==> src/verilog/temp_seq_consts.svh <==
// constants of the temperature conversion sequencer
`ifndef TEMP_SEQ_CONSTS_SVH
`define TEMP_SEQ_CONSTS_SVH
// Summary of operation
// - when the bus clock stalls in a transaction, data line is freed in 20-40 ms.
// - after reset ends, no conversion starts before 1.5 ms have passed.
// - a stored start-up setting can make the device start halted.
// - the result reads as -256 degrees until the first conversion ends.
// - averaging select 01 builds each result from eight conversions.
// - conversions are summed and only the mean is published, once per group.
// - active time is the averaging count times one 15.5 ms conversion.
// - factory settings average eight conversions on a one second cycle.
// - averaging applies in continuous and in single-shot operation.
// - the result is 16-bit two's complement at 7.8125 m-degrees per step.
// - mode 00 and 10 run continuously, 01 aborts and halts, 11 runs once.
// - after a single conversion the device halts with no standby period.
// - each published result sets a done flag, cleared by reading config
//   or result.

`define CLK_PERIOD_NS      4
`define T_POWERUP_NS       1500000
`define T_CONV_NS          15500000
`define T_CYCLE_NS         1000000000
`define T_BUS_TIMEOUT_NS   20000000

`define ADDR_CONFIG        8'h00
`define ADDR_RESULT        8'h04
`define ADDR_IRQ_STATUS    8'h08
`define ADDR_IRQ_CLEAR     8'h0C
`define ADDR_IRQ_ENABLE    8'h10

`define MODE_CONT_A        2'h0
`define MODE_HALT          2'h1
`define MODE_CONT_B        2'h2
`define MODE_ONESHOT       2'h3
`define AVG_FACTORY        2'h1
`define RESULT_RESET       16'h8000

`define IRQ_DONE_BIT       0
`define IRQ_TIMEOUT_BIT    1
`define RESP_OKAY          2'h0
`define RESP_SLVERR        2'h2
`endif

==> src/verilog/temp_seq_pkg.sv <==
// types of the temperature conversion sequencer
package temp_seq_pkg;
  typedef enum logic [3:0] {
    ST_POWERUP = 4'h1,
    ST_CONVERT = 4'h2,
    ST_STANDBY = 4'h4,
    ST_HALT    = 4'h8
  } seq_state_t;
endpackage : temp_seq_pkg
==> src/verilog/sync2.sv <==
// two flip-flop synchroniser for one pin
module sync2 (
  input  wire logic clk,
  input  wire logic resetn,
  input  wire logic d,
  output logic      q
);
  logic meta;

  always_ff @(posedge clk or negedge resetn) begin
    if (!resetn) begin
      meta <= 1'b1;
      q    <= 1'b1;
    end else begin
      meta <= d;
      q    <= meta;
    end
  end
endmodule : sync2

==> src/verilog/temp_seq.sv <==
// conversion sequencer with averaging, bus timeout and axi4-lite registers
//
// Chosen here: the address map and the AXI4-Lite interface to the registers.
`include "temp_seq_consts.svh"

module temp_seq
  import temp_seq_pkg::*;
#(
  parameter int unsigned PWR_CYC =
    (`T_POWERUP_NS + `CLK_PERIOD_NS - 1) / `CLK_PERIOD_NS,
  parameter int unsigned CONV_CYC =
    (`T_CONV_NS + `CLK_PERIOD_NS - 1) / `CLK_PERIOD_NS,
  parameter int unsigned CYCLE_CYC =
    (`T_CYCLE_NS + `CLK_PERIOD_NS - 1) / `CLK_PERIOD_NS,
  parameter int unsigned TIMEOUT_CYC =
    (`T_BUS_TIMEOUT_NS + `CLK_PERIOD_NS - 1) / `CLK_PERIOD_NS
) (
  input  wire logic        clk,
  input  wire logic        resetn,
  input  wire logic [7:0]  awaddr,
  input  wire logic        awvalid,
  output logic             awready,
  input  wire logic [31:0] wdata,
  input  wire logic [3:0]  wstrb,
  input  wire logic        wvalid,
  output logic             wready,
  output logic [1:0]       bresp,
  output logic             bvalid,
  input  wire logic        bready,
  input  wire logic [7:0]  araddr,
  input  wire logic        arvalid,
  output logic             arready,
  output logic [31:0]      rdata,
  output logic [1:0]       rresp,
  output logic             rvalid,
  input  wire logic        rready,
  input  wire logic [15:0] adc_sample,
  input  wire logic [1:0]  nv_startup_mode,
  input  wire logic        scl_in,
  input  wire logic        sda_in,
  input  wire logic        sda_drive_req,
  output logic             sda_out,
  output logic             sda_oe,
  output logic             low_power_halt_state,
  output logic             irq
);

  seq_state_t         state;
  logic [31:0]        pwr_cnt;
  logic [31:0]        conv_cnt;
  logic [31:0]        cycle_cnt;
  logic [6:0]         sample_cnt;
  logic [6:0]         avg_n;
  logic [2:0]         avg_shift;
  logic [1:0]         conversion_mode_select;
  logic [1:0]         averaging_count_select;
  logic [1:0]         startup_mode;
  logic               startup_taken;
  logic               startup_halt;
  logic               single_shot_conversion;
  logic signed [22:0] acc;
  logic signed [22:0] next_acc;
  logic signed [22:0] rounded;
  logic signed [22:0] half;
  logic [15:0]        mean;
  logic [15:0]        temp_result;
  logic               data_ready;
  logic               first_done;
  logic               pwr_done;
  logic               conv_end;
  logic               publish;
  logic [7:0]         aw_q;
  logic [31:0]        w_q;
  logic [3:0]         wstrb_q;
  logic               wr_fire;
  logic               cfg_wr;
  logic               rd_fire;
  logic               rd_clear;
  logic [31:0]        next_rdata;
  logic               rd_ok;
  logic               wr_ok;
  logic [1:0]         irq_status;
  logic [1:0]         irq_enable;
  logic [1:0]         irq_events;
  logic               scl_s;
  logic               sda_s;
  logic               scl_d;
  logic               sda_d;
  logic               bus_start;
  logic               bus_stop;
  logic               in_xfer;
  logic               released;
  logic [31:0]        idle_cnt;
  logic               bus_timeout;

  // averaging count and divide shift; only code 01 is pinned to eight
  always_comb begin
    case (averaging_count_select)
      2'h0: begin
        avg_n     = 7'd1;
        avg_shift = 3'd0;
      end
      2'h1: begin
        avg_n     = 7'd8;
        avg_shift = 3'd3;
      end
      2'h2: begin
        avg_n     = 7'd32;
        avg_shift = 3'd5;
      end
      default: begin
        avg_n     = 7'd64;
        avg_shift = 3'd6;
      end
    endcase
  end

  // wide signed sum, then divide by power of two with half-up rounding
  always_comb begin
    next_acc = acc + {{7{adc_sample[15]}}, adc_sample};
    half     = (avg_shift == 3'd0) ? 23'sd0
             : 23'(signed'(24'sd1 <<< (avg_shift - 3'd1)));
    rounded  = (next_acc + half) >>> avg_shift;
    mean     = rounded[15:0];
  end

  assign single_shot_conversion = conversion_mode_select == `MODE_ONESHOT;
  assign startup_halt = startup_mode == `MODE_HALT
                     || startup_mode == `MODE_ONESHOT;
  assign pwr_done = state == ST_POWERUP && pwr_cnt == PWR_CYC - 1;
  assign conv_end = state == ST_CONVERT && conv_cnt == CONV_CYC - 1
                 && conversion_mode_select != `MODE_HALT;
  assign publish  = conv_end && sample_cnt >= avg_n - 7'd1;

  // start-up setting taken in the first cycle after reset release
  always_ff @(posedge clk or negedge resetn) begin
    if (!resetn) begin
      startup_taken <= 1'b0;
      startup_mode  <= `MODE_CONT_A;
    end else if (!startup_taken) begin
      startup_taken <= 1'b1;
      startup_mode  <= nv_startup_mode;
    end
  end

  // configuration: software write wins over hardware updates
  always_ff @(posedge clk or negedge resetn) begin
    if (!resetn) begin
      conversion_mode_select <= `MODE_CONT_A;
      averaging_count_select <= `AVG_FACTORY;
    end else if (cfg_wr) begin
      conversion_mode_select <= w_q[1:0];
      averaging_count_select <= w_q[3:2];
    end else if (pwr_done) begin
      conversion_mode_select <= startup_halt ? `MODE_HALT
                              : startup_mode;
    end else if (publish && single_shot_conversion) begin
      conversion_mode_select <= `MODE_HALT;
    end
  end

  // conversion sequencer
  always_ff @(posedge clk or negedge resetn) begin
    if (!resetn) begin
      state      <= ST_POWERUP;
      pwr_cnt    <= 32'h0000_0000;
      conv_cnt   <= 32'h0000_0000;
      cycle_cnt  <= 32'h0000_0000;
      sample_cnt <= 7'd0;
      acc        <= 23'sd0;
    end else begin
      case (state)
        ST_POWERUP: begin
          if (pwr_done) begin
            state <= startup_halt ? ST_HALT : ST_CONVERT;
          end else begin
            pwr_cnt <= pwr_cnt + 32'h0000_0001;
          end
        end
        ST_CONVERT: begin
          cycle_cnt <= cycle_cnt + 32'h0000_0001;
          if (conversion_mode_select == `MODE_HALT) begin
            state      <= ST_HALT;
            conv_cnt   <= 32'h0000_0000;
            sample_cnt <= 7'd0;
            acc        <= 23'sd0;
          end else if (publish) begin
            conv_cnt   <= 32'h0000_0000;
            sample_cnt <= 7'd0;
            acc        <= 23'sd0;
            if (single_shot_conversion) begin
              state <= ST_HALT;
            end else if (cycle_cnt >= CYCLE_CYC - 1) begin
              cycle_cnt <= 32'h0000_0000;
            end else begin
              state <= ST_STANDBY;
            end
          end else if (conv_end) begin
            conv_cnt   <= 32'h0000_0000;
            sample_cnt <= sample_cnt + 7'd1;
            acc        <= next_acc;
          end else begin
            conv_cnt <= conv_cnt + 32'h0000_0001;
          end
        end
        ST_STANDBY: begin
          cycle_cnt <= cycle_cnt + 32'h0000_0001;
          if (conversion_mode_select == `MODE_HALT) begin
            state <= ST_HALT;
          end else if (single_shot_conversion
                       || cycle_cnt >= CYCLE_CYC - 1) begin
            state     <= ST_CONVERT;
            cycle_cnt <= 32'h0000_0000;
          end
        end
        ST_HALT: begin
          if (conversion_mode_select != `MODE_HALT) begin
            state     <= ST_CONVERT;
            cycle_cnt <= 32'h0000_0000;
            conv_cnt  <= 32'h0000_0000;
          end
        end
        default: begin
          state <= ST_HALT;
        end
      endcase
    end
  end

  // published result and done flag; a new result beats a clearing read
  always_ff @(posedge clk or negedge resetn) begin
    if (!resetn) begin
      temp_result <= `RESULT_RESET;
      first_done  <= 1'b0;
      data_ready  <= 1'b0;
    end else begin
      if (publish) begin
        temp_result <= mean;
        first_done  <= 1'b1;
        data_ready  <= 1'b1;
      end else if (rd_clear) begin
        data_ready  <= 1'b0;
      end
    end
  end

  always_ff @(posedge clk or negedge resetn) begin
    if (!resetn) begin
      low_power_halt_state <= 1'b0;
    end else begin
      low_power_halt_state <= state == ST_HALT;
    end
  end

  // bus pins cross into clk before anything looks at them
  sync2 u_sync_scl (
    .clk    (clk),
    .resetn (resetn),
    .d      (scl_in),
    .q      (scl_s)
  );

  sync2 u_sync_sda (
    .clk    (clk),
    .resetn (resetn),
    .d      (sda_in),
    .q      (sda_s)
  );

  always_ff @(posedge clk or negedge resetn) begin
    if (!resetn) begin
      scl_d <= 1'b1;
      sda_d <= 1'b1;
    end else begin
      scl_d <= scl_s;
      sda_d <= sda_s;
    end
  end

  assign bus_start   = scl_s && sda_d && !sda_s;
  assign bus_stop    = scl_s && !sda_d && sda_s;
  assign bus_timeout = in_xfer && !bus_start && !bus_stop
                    && scl_s == scl_d && idle_cnt == TIMEOUT_CYC - 1;

  // stall watchdog: freed line stays freed until the next start
  always_ff @(posedge clk or negedge resetn) begin
    if (!resetn) begin
      in_xfer  <= 1'b0;
      released <= 1'b0;
      idle_cnt <= 32'h0000_0000;
    end else if (bus_start) begin
      in_xfer  <= 1'b1;
      released <= 1'b0;
      idle_cnt <= 32'h0000_0000;
    end else if (bus_stop) begin
      in_xfer  <= 1'b0;
      idle_cnt <= 32'h0000_0000;
    end else if (in_xfer) begin
      if (scl_s != scl_d) begin
        idle_cnt <= 32'h0000_0000;
      end else if (bus_timeout) begin
        released <= 1'b1;
        in_xfer  <= 1'b0;
        idle_cnt <= 32'h0000_0000;
      end else begin
        idle_cnt <= idle_cnt + 32'h0000_0001;
      end
    end
  end

  // open-drain data line: only ever pulls low
  always_ff @(posedge clk or negedge resetn) begin
    if (!resetn) begin
      sda_out <= 1'b0;
      sda_oe  <= 1'b0;
    end else begin
      sda_out <= 1'b0;
      sda_oe  <= sda_drive_req && !released && !bus_timeout;
    end
  end

  // interrupts: sticky status, set wins over clear
  assign irq_events = {bus_timeout, publish};

  always_ff @(posedge clk or negedge resetn) begin
    if (!resetn) begin
      irq_status <= 2'h0;
      irq_enable <= 2'h0;
      irq        <= 1'b0;
    end else begin
      if (wr_fire && aw_q == `ADDR_IRQ_CLEAR && wstrb_q[0]) begin
        irq_status <= (irq_status & ~w_q[1:0]) | irq_events;
      end else begin
        irq_status <= irq_status | irq_events;
      end
      if (wr_fire && aw_q == `ADDR_IRQ_ENABLE && wstrb_q[0]) begin
        irq_enable <= w_q[1:0];
      end
      irq <= |(irq_status & irq_enable);
    end
  end

  // axi4-lite write: address and data taken in either order
  assign wr_fire = !awready && !wready && !bvalid;
  assign cfg_wr  = wr_fire && aw_q == `ADDR_CONFIG && wstrb_q[0];
  assign wr_ok   = aw_q == `ADDR_CONFIG || aw_q == `ADDR_IRQ_CLEAR
                || aw_q == `ADDR_IRQ_ENABLE || aw_q == `ADDR_RESULT
                || aw_q == `ADDR_IRQ_STATUS;

  always_ff @(posedge clk or negedge resetn) begin
    if (!resetn) begin
      awready <= 1'b1;
      wready  <= 1'b1;
      bvalid  <= 1'b0;
      bresp   <= `RESP_OKAY;
      aw_q    <= 8'h00;
      w_q     <= 32'h0000_0000;
      wstrb_q <= 4'h0;
    end else begin
      if (awvalid && awready) begin
        aw_q    <= awaddr;
        awready <= 1'b0;
      end
      if (wvalid && wready) begin
        w_q     <= wdata;
        wstrb_q <= wstrb;
        wready  <= 1'b0;
      end
      if (wr_fire) begin
        bvalid <= 1'b1;
        bresp  <= wr_ok ? `RESP_OKAY : `RESP_SLVERR;
      end else if (bvalid && bready) begin
        bvalid  <= 1'b0;
        awready <= 1'b1;
        wready  <= 1'b1;
      end
    end
  end

  // axi4-lite read; reading config or result clears the done flag
  assign rd_fire  = arvalid && arready;
  assign rd_clear = rd_fire
                 && (araddr == `ADDR_CONFIG || araddr == `ADDR_RESULT);

  always_comb begin
    next_rdata = 32'h0000_0000;
    rd_ok      = 1'b1;
    case (araddr)
      `ADDR_CONFIG: begin
        next_rdata[5:0] = {low_power_halt_state, data_ready,
                           averaging_count_select, conversion_mode_select};
      end
      `ADDR_RESULT: begin
        next_rdata[15:0] = temp_result;
      end
      `ADDR_IRQ_STATUS: begin
        next_rdata[1:0] = irq_status;
      end
      `ADDR_IRQ_CLEAR: begin
        next_rdata = 32'h0000_0000;
      end
      `ADDR_IRQ_ENABLE: begin
        next_rdata[1:0] = irq_enable;
      end
      default: begin
        rd_ok = 1'b0;
      end
    endcase
  end

  always_ff @(posedge clk or negedge resetn) begin
    if (!resetn) begin
      arready <= 1'b1;
      rvalid  <= 1'b0;
      rdata   <= 32'h0000_0000;
      rresp   <= `RESP_OKAY;
    end else if (rd_fire) begin
      arready <= 1'b0;
      rvalid  <= 1'b1;
      rdata   <= next_rdata;
      rresp   <= rd_ok ? `RESP_OKAY : `RESP_SLVERR;
    end else if (rvalid && rready) begin
      rvalid  <= 1'b0;
      arready <= 1'b1;
    end
  end
endmodule : temp_seq

==> config.mk <==
export PLATFORM = sky130hd
export DESIGN_NAME = temp_seq
export DESIGN_NICKNAME = d
export VERILOG_FILES = /design/src/verilog/temp_seq_pkg.sv /design/src/verilog/sync2.sv /design/src/verilog/temp_seq.sv
export VERILOG_INCLUDE_DIRS = /design/src /design/src/verilog
export SDC_FILE = /design/constraint.sdc
export NUM_CORES = 1
export LEC_CHECK = 0
export BUFFER_PORTS_ARGS = -buffer_cell sky130_fd_sc_hd__buf_2
export CORE_ASPECT_RATIO = 1.1
export CORE_MARGIN = 2
export CORE_UTILIZATION = 23
export DETAILED_ROUTE_END_ITERATION = 7
export PLACE_DENSITY_LB_ADDON = 0.05
export SKIP_LAST_GASP = 1
export SLEW_MARGIN = 20
export SYNTH_ARGS = -nofsm -noshare
export SYNTH_HDL_FRONTEND = slang
export SYNTH_SLANG_ARGS = --single-unit
==> constraint.sdc <==
create_clock -name clk -period 3.5 [get_ports clk]
set_input_delay 0.35 -clock clk [delete_from_list [all_inputs] [get_ports clk]]
set_output_delay 0.35 -clock clk [all_outputs]
set_load 0.1 [all_outputs]
==> results.txt, run 1 <==
----------------------------------------------------
[Timing]
  Setup violations, final ... 11
  Worst slew pin tran ... 793 ps
  Number of endpoints with negative hold slack in the final report ... 0
  Highest Clock Rate ... 0.275 GHz
  Max Slew Vio Count ... 0
  Fraction of the cycle the final worst path needs ... 1.04
  Unrepaired setup endpoints after global routing ... yes
  Time the final worst path needs with I/O delays and setup ... 3640 ps
  Final worst-path setup slack ... -141 ps
  Post-route clock skew ... 20.4 ps
  Remaining max-slew budget at the tightest pin ... 0.471

[Clock network]
  Register clock-pin slew on the reported worst setup and hold paths ... 50 ps
  H-tree levels ... 2
  Clock Latency Late Sink ... 550 ps
  Number of clock sinks seen by CTS ... 237
  Clock buffer depth ... 3
  TritonCTS clock tree ... yes
  Clock Tree Root ... sky130_fd_sc_hd__clkbuf_16
  Total clock buffers created by CTS ... 35

[Worst setup path]
  Data arrival, critical path ... 4060 ps
  Worst-path maximum fanout ... 5
  Critical path endpoint category ... flop
  Crit path kind ... flop to flop
  CP Data Required Time ... 3920 ps
  CP Launch Type ... flop

[Final layout]
  Most frequent cells in the layout ... 225 x sky130_fd_sc_hd__dfrtp_1, 204 x sky130_fd_sc_hd__buf_4, 182 x sky130_fd_sc_hd__nand2_1, 153 x sky130_fd_sc_hd__nor2_1, 94 x sky130_fd_sc_hd__o21ai_0
  Total of fill cells in the finished design ... 6505
  Commonest non-fill, non-tap cell in the layout ... sky130_fd_sc_hd__dfrtp_1
  Area delta synth->final ... 32.0%
  Share of layout cells above drive strength 1 ... 0.252
  Final Util ... 0.306
  Final-stage net count ... 1965
  Final Non-Filler Cells ... 2688
  Multi-input gate area ... 8110 um^2
  Storage element area ... 5950 um^2

[Power]
  Leak ... 8.50 nW
  Power Density ... 723 nW/um^2
  Max VDD drop ... 0.631 mV

[Global routing]
  Largest net degree at the start of global routing ... 87
  Via count of the first global-routing pass ... 12800
  Initial antenna violation count ... 0
  All-layer global routing usage ... 0.144
  First-pass GRT wire length ... 72500 um
  Overflow after GRT ... 0

[Die]
  Die ar. ... 63500 um^2
  X dimension of the die ... 241 um
  Core Area ... 61000 um^2
  Floorplan die height ... 264 um
  IO Count ... 125
  Std cell rows ... 95
  Initial Utilization ... 0.232

[Drt]
  Vias per Instance ... 4.54
  Antenna-violating nets left ... 0
  Remaining design rule violation count ... 0
  WL final ... 44500 um
  Total iterations of the first detailed-routing run ... 4
  DRT iter0 DRCs ... 569
  Number of vias in the routed layout ... 12200
  Average wire length per cell after detail routing ... 16.6 um

[Placement]
  Placed instance count ... 2579
  Total half-perimeter wirelength after legalization and detailed placement ... 32700 um
  Final RePlAce weighted congestion ... 0.773
  Number of buffers added on ports ... 74

[Yosys]
  Count of warnings emitted by yosys ... 0
  Gate Count Post-Synth ... 1545
  Proportion of synthesized chip area in sequential cells ... 0.420
  Main synth FF type ... sky130_fd_sc_hd__dfrtp_1
  Yosys cell types ... 90
  Total standard cell area after synthesis ... 14200 um^2
  Number of flops mapped to enable cells by yosys ... 0
  Post-Syn Area per Cell ... 9.16 um^2
  Register bit total from synthesis ... 237
  Proportion of register bits with asynchronous set or reset after synthesis ... 1.00

[Outcome]
  Status ... complete, but fails checks
  Violations in the final reports ... setup timing

[Worst hold path]
  Worst Hold Class ... input pin to flop

[Job]
  Number of violations of the max-capacitance limit ... 0

----------------------------------------------------
==> path summary, 6_finish.rpt <==
kind / startpoint / end / slack, ps / depth (start not counted)
max in group asynchronous: resetn / awready$_DFF_PN1_ / 2240 / 3
hold / removal: sda_drive_req / sda_oe$_DFF_PN0_ / 50 / 2
setup / recovery: acc[0]$_DFFE_PN0P_ / temp_result[12]$_DFFE_PN0P_ / -140 / 16
hold reg to reg: u_sync_sda.meta$_DFF_PN1_ / u_sync_sda.q$_DFF_PN1_ / 350 / 0
setup reg to reg: acc[0]$_DFFE_PN0P_ / temp_result[12]$_DFFE_PN0P_ / -140 / 16
min in group asynchronous: resetn / acc[12]$_DFFE_PN0P_ / 410 / 2
==> area by class of cell <==
cell class | count | area share
diodes | 1 | 0.000134
well taps | 824 | 0.0552
multi-input cells | 1222 | 0.434
clock buffers | 51 | 0.0544
clock inverters | 12 | 0.0107
repair buffers | 309 | 0.121
inverters | 32 | 0.00643
flip-flops and latches | 237 | 0.318
==> flip-flops by register name (all words and copies together), names as in the netlist, 2 cells and up <==
| name | cells |
|---|---|
| temp_result | 16 |
| conversion_mode_select | 2 |
| cycle_cnt | 32 |
| irq_status | 2 |
| rdata | 16 |
| averaging_count_select | 2 |
| acc | 23 |
| sample_cnt | 7 |
| aw_q | 8 |
| startup_mode | 2 |
| pwr_cnt | 32 |
| idle_cnt | 32 |
| irq_enable | 2 |
| state | 4 |
| conv_cnt | 32 |
| w_q | 4 |
==> per-stage QoR <==
stage	area (um^2)	hold WS, ps	setup WS [ps]	TNS, ps	power, W
after floorplan	14300	54.4	-85.5	-85.5	0.00677
after global placement	16800	349	-411	-4540	0.00937
after detailed placement	16800	350	-442	-4770	0.00933
after CTS	18500	2.94	-221	-1470	0.0136
after global routing	18700	11.8	-410	-3990	0.0145
final	18700	46.7	-141	-1030	0.0135
==> per-layer routing <==
metal / up-vias / global-route usage / part of all wire
met3: 56 / 0.0236 / 0.030
li1: 6107 / - / -
met4: 0 / 0.0416 / 0.024
met5: - / 0 / 0
met1: 5901 / 0.187 / 0.46
met2: 137 / 0.243 / 0.48
==> cells by family (layout without fill, tap and decap cells) <==
| family | count (synthesis) | count (layout) | synth area share |
|---|---|---|---|
| mux | 53 | 53 | 0.0397 |
| buf+inv | 105 | 404 | 0.0364 |
| fa+ha+maj | 48 | 48 | 0.0435 |
| xor+xnor | 124 | 124 | 0.0767 |
| simple gates | 625 | 625 | 0.219 |
| other cells | 2 | 22 | 0.000531 |
| compound gates | 351 | 351 | 0.164 |
| flops | 237 | 237 | 0.420 |
==> worst max-delay path, stage by stage, from the launching register on <==
cell                       delay, ps
sky130_fd_sc_hd__dfrtp_1         400
sky130_fd_sc_hd__ha_4            170
sky130_fd_sc_hd__fa_2            370
sky130_fd_sc_hd__a211oi_2        250
sky130_fd_sc_hd__o21a_2          210
sky130_fd_sc_hd__xnor2_2         110
sky130_fd_sc_hd__ha_4            280
sky130_fd_sc_hd__o21a_1          130
sky130_fd_sc_hd__a21o_1          210
sky130_fd_sc_hd__nand2_4         100
sky130_fd_sc_hd__nor4_4          360
sky130_fd_sc_hd__buf_4           170
sky130_fd_sc_hd__nand3_2         100
sky130_fd_sc_hd__mux2i_1         240
sky130_fd_sc_hd__nor3_1           80
sky130_fd_sc_hd__a311oi_1        230
sky130_fd_sc_hd__o21ai_1         100
==> Yosys cell counts, types with 5 or more instances <==
library cell / instances / area [um^2]
sky130_fd_sc_hd__a211o_1: 5 / 43.8
sky130_fd_sc_hd__a211oi_1: 9 / 67.6
sky130_fd_sc_hd__a211oi_2: 5 / 62.6
sky130_fd_sc_hd__a21o_1: 19 / 143
sky130_fd_sc_hd__a21oi_1: 65 / 325
sky130_fd_sc_hd__a22o_1: 24 / 210
sky130_fd_sc_hd__a31oi_1: 9 / 56.3
sky130_fd_sc_hd__and2_1: 18 / 113
sky130_fd_sc_hd__and3_1: 34 / 213
sky130_fd_sc_hd__and4_1: 10 / 87.6
sky130_fd_sc_hd__buf_2: 6 / 30.0
sky130_fd_sc_hd__buf_4: 22 / 165
sky130_fd_sc_hd__clkbuf_1: 37 / 139
sky130_fd_sc_hd__dfrtp_1: 225 / 5630
sky130_fd_sc_hd__dfstp_2: 12 / 315
sky130_fd_sc_hd__ha_1: 46 / 576
sky130_fd_sc_hd__inv_1: 31 / 116
sky130_fd_sc_hd__mux2_2: 25 / 282
sky130_fd_sc_hd__mux2i_1: 28 / 280
sky130_fd_sc_hd__nand2_1: 185 / 694
sky130_fd_sc_hd__nand2b_1: 12 / 75.1
sky130_fd_sc_hd__nand3_1: 58 / 290
sky130_fd_sc_hd__nand3b_1: 6 / 45.0
sky130_fd_sc_hd__nand4_1: 37 / 231
sky130_fd_sc_hd__nor2_1: 155 / 582
sky130_fd_sc_hd__nor2b_1: 9 / 56.3
sky130_fd_sc_hd__nor3_1: 36 / 180
sky130_fd_sc_hd__nor4_1: 17 / 106
sky130_fd_sc_hd__nor4b_1: 8 / 70.1
sky130_fd_sc_hd__o211ai_1: 14 / 105
sky130_fd_sc_hd__o21a_1: 10 / 75.1
sky130_fd_sc_hd__o21ai_0: 110 / 551
sky130_fd_sc_hd__o21ai_1: 9 / 45.0
sky130_fd_sc_hd__o31ai_1: 17 / 128
sky130_fd_sc_hd__or2_2: 7 / 43.8
sky130_fd_sc_hd__or3_1: 8 / 50.1
sky130_fd_sc_hd__xnor2_1: 58 / 508
sky130_fd_sc_hd__xor2_1: 66 / 578
==> timing repair <==
action,4_1_cts,5_1_grt
resized for setup,37,39
endpoints found under the hold margin,98,0
pin swaps,32,27
buffers inserted,11,11
setup endpoints to repair,36,59
hold buffers,23,0
gates cloned,0,0
==> power breakdown <==
part           internal, W  total, W  switching, W
clock network      0.00232   0.00374       0.00142
logic              0.00285   0.00649       0.00365
registers          0.00304   0.00327      0.000228
(Power assumes the default switching activity.)
==> run 2: changes to the inputs <==
CORE_MARGIN = unset   (was 2)
GPL_ROUTABILITY_DRIVEN = 0   (was unset)
==> run 2 against run 1 <==
The run still ends with setup timing left. Register-to-register slack worse by 60 ps. Clock skew down 2.8 ps. Largest power group unchanged. Combinational power down 3%. Largest cell class unchanged. Sequential power about the same. Critical endpoint is now temp_result[14]$_DFFE_PN0P_. Via count down 0.57%. Power down 2.5%. Final cell count down 0.71%.
==> results.txt, run 2 (synthesized netlist as in run 1, its figures left out) <==
----------------------------------------------------
[Placement]
  Placed instance count ... 2573
  Number of buffers added on ports ... 74
  Total half-perimeter wirelength after legalization and detailed placement ... 33000 um
  Post-Place Cell Area ... 16700 um^2

[Timing]
  Remaining max-slew budget at the tightest pin ... 0.358
  Setup violations, final ... 12
  Final worst-path setup slack ... -201 ps
  Post-route clock skew ... 17.6 ps
  Worst slew pin tran ... 954 ps
  Highest Clock Rate ... 0.270 GHz
  Time the final worst path needs with I/O delays and setup ... 3700 ps
  Number of endpoints with negative hold slack in the final report ... 0
  Unrepaired setup endpoints after global routing ... yes
  Final worst hold slack ... 42.6 ps
  Fraction of the cycle the final worst path needs ... 1.06
  Max Slew Vio Count ... 0
  Total Neg Setup Slack ... -1760 ps

[Worst setup path]
  Number of cells traversed by the worst register-to-register path ... 15
  Crit path kind ... flop to flop
  Capturing element of the worst setup path ... temp_result[14]$_DFFE_PN0P_
  Crit path launch ... acc[0]$_DFFE_PN0P_
  Critical path endpoint category ... flop
  Data arrival, critical path ... 4130 ps
  Worst-path maximum fanout ... 3
  CP Launch Type ... flop
  Critical register-to-register path startpoint ... acc[0]$_DFFE_PN0P_
  Worst reg2reg setup slack ... -200 ps
  CP Data Required Time ... 3920 ps
  Reg-to-Reg End ... temp_result[14]$_DFFE_PN0P_

[Outcome]
  Status ... complete, but fails checks
  Violations in the final reports ... setup timing

[Clock network]
  Total clock buffers created by CTS ... 35
  Clock Latency Late Sink ... 540 ps
  Number of clock sinks seen by CTS ... 237
  Clock buffer depth ... 3
  Clock Tree Root ... sky130_fd_sc_hd__clkbuf_16
  H-tree levels ... 2
  Register clock-pin slew on the reported worst setup and hold paths ... 60 ps
  TritonCTS clock tree ... yes

[Drt]
  DRT iter0 DRCs ... 547
  Remaining design rule violation count ... 0
  Vias per Instance ... 4.55
  Antenna-violating nets left ... 0
  Number of vias in the routed layout ... 12100
  WL final ... 44600 um
  Average wire length per cell after detail routing ... 16.7 um
  Total iterations of the first detailed-routing run ... 5

[Global routing]
  Largest net degree at the start of global routing ... 83
  Initial antenna violation count ... 1
  All-layer global routing usage ... 0.145
  First-pass GRT wire length ... 71300 um
  Via count of the first global-routing pass ... 12400
  Overflow after GRT ... 0
  Met3 usage in global routing ... 0.0232
  Met1 track demand over resource ... 0.189
  Peak-usage layer in the global routing report ... met2
  Grt met2 use ... 0.245

[Job]
  Number of violations of the max-capacitance limit ... 0

[Die]
  X dimension of the die ... 239 um
  Std cell rows ... 95
  Floorplan die height ... 262 um
  IO Count ... 125
  Initial Utilization ... 0.232
  Die ar. ... 62500 um^2
  Core Area ... 61000 um^2

[Power]
  Max VDD drop ... 0.427 mV
  Leak ... 8.38 nW
  Power Density ... 715 nW/um^2

[Final layout]
  Final-stage net count ... 1946
  Commonest non-fill, non-tap cell in the layout ... sky130_fd_sc_hd__dfrtp_1
  Area delta synth->final ... 30.2%
  Share of layout cells above drive strength 1 ... 0.244
  Post-route cell area ... 18400 um^2
  Most frequent cells in the layout ... 225 x sky130_fd_sc_hd__dfrtp_1, 195 x sky130_fd_sc_hd__buf_4, 182 x sky130_fd_sc_hd__nand2_1, 154 x sky130_fd_sc_hd__nor2_1, 98 x sky130_fd_sc_hd__o21ai_0
  Final Util ... 0.302
  Final Non-Filler Cells ... 2669

[Worst hold path]
  Worst Hold Class ... input pin to flop

----------------------------------------------------
## run 2: cell types whose count changed in the layout (fill, tap and decap cells not counted), moves of 2 or more
cell	change
sky130_fd_sc_hd__bufinv_16	-2
sky130_fd_sc_hd__clkbuf_1	+2
sky130_fd_sc_hd__buf_4	-9
sky130_fd_sc_hd__o311ai_1	-2
sky130_fd_sc_hd__dlygate4sd3_1	-13
sky130_fd_sc_hd__o21ai_0	+4
sky130_fd_sc_hd__a21oi_1	+4
sky130_fd_sc_hd__o311ai_0	+2
sky130_fd_sc_hd__o21ai_1	-2
sky130_fd_sc_hd__a21oi_2	-3
sky130_fd_sc_hd__o21ai_2	-2
sky130_fd_sc_hd__clkbuf_16	+2
sky130_fd_sc_hd__nor2_2	-2
## run 2: per-stage QoR
step / total power [W] / setup slack, ps
2_1_floorplan: 0.00677 / -85.5
3_3_place_gp: 0.00928 / -425
3_5_place_dp: 0.00926 / -413
4_1_cts: 0.0132 / -161
5_1_grt: 0.0141 / -411
6_report: 0.0132 / -201
## run 2: area by class of cell
| type | count | area (um^2) |
|---|---|---|
| repair buffers | 290 | 2140 |
| flip-flops and latches | 237 | 5950 |
| diodes | 1 | 2.50 |
| clock buffers | 54 | 1040 |
| fillers | 6453 | 42600 |
| multi-input cells | 1222 | 8030 |
| well taps | 824 | 1030 |
| clock inverters | 9 | 116 |
| inverters | 32 | 123 |
## run 2: critical path: stages, from the launching register on
cell and delay, ps:
sky130_fd_sc_hd__dfrtp_1 400, sky130_fd_sc_hd__ha_4 180, sky130_fd_sc_hd__fa_2 430, sky130_fd_sc_hd__a211oi_4 260
sky130_fd_sc_hd__buf_4 150, sky130_fd_sc_hd__o211ai_1 170, sky130_fd_sc_hd__a211oi_2 330, sky130_fd_sc_hd__xnor2_2 190
sky130_fd_sc_hd__nand4_1 130, sky130_fd_sc_hd__buf_4 170, sky130_fd_sc_hd__nor4_4 300, sky130_fd_sc_hd__nor4b_4 300
sky130_fd_sc_hd__xnor2_2 160, sky130_fd_sc_hd__mux2i_1 90, sky130_fd_sc_hd__o31ai_1 250, sky130_fd_sc_hd__o21ai_1 90
## run 2: routing by layer
layer / share of wire / vias to the layer above
met1: 0.47 / 5873
li1: - / 6061
met4: 0.024 / 0
met3: 0.028 / 59
met5: 0 / -
met2: 0.48 / 139
## run 2: timing repair
action / 4_1_cts / 5_1_grt
hold buffers: 10 / 0
endpoints found under the setup margin: 46 / 47
gates resized for setup: 32 / 23
hold endpoints to repair: 84 / 0
pin swaps: 21 / 25
buffers inserted: 6 / 13
cloned: 0 / 3
## run 2: worst min-delay path by stage
stage                               from                      to  slack (ps)  cells past startpoint
4_1_cts                         wdata[0]      w_q[0]$_DFFE_PN0P_         0.9                      2
2_1_floorplan                     resetn      acc[0]$_DFFE_PN0P_          50                      0
5_1_grt                        awaddr[7]     aw_q[7]$_DFFE_PN0P_          20                      2
3_3_place_gp   u_sync_sda.meta$_DFF_PN1_  u_sync_sda.q$_DFF_PN1_         350                      0
6_report                        wdata[0]      w_q[0]$_DFFE_PN0P_          40                      2
3_5_place_dp   u_sync_scl.meta$_DFF_PN1_  u_sync_scl.q$_DFF_PN1_         350                      0
## run 2: where the power goes
part	internal [W]	switching (W)	leakage (nW)
combinational	0.00270	0.00362	4.71
clock	0.00219	0.00139	0.566
sequential	0.00304	0.000233	3.10
total	0.00793	0.00524	8.38
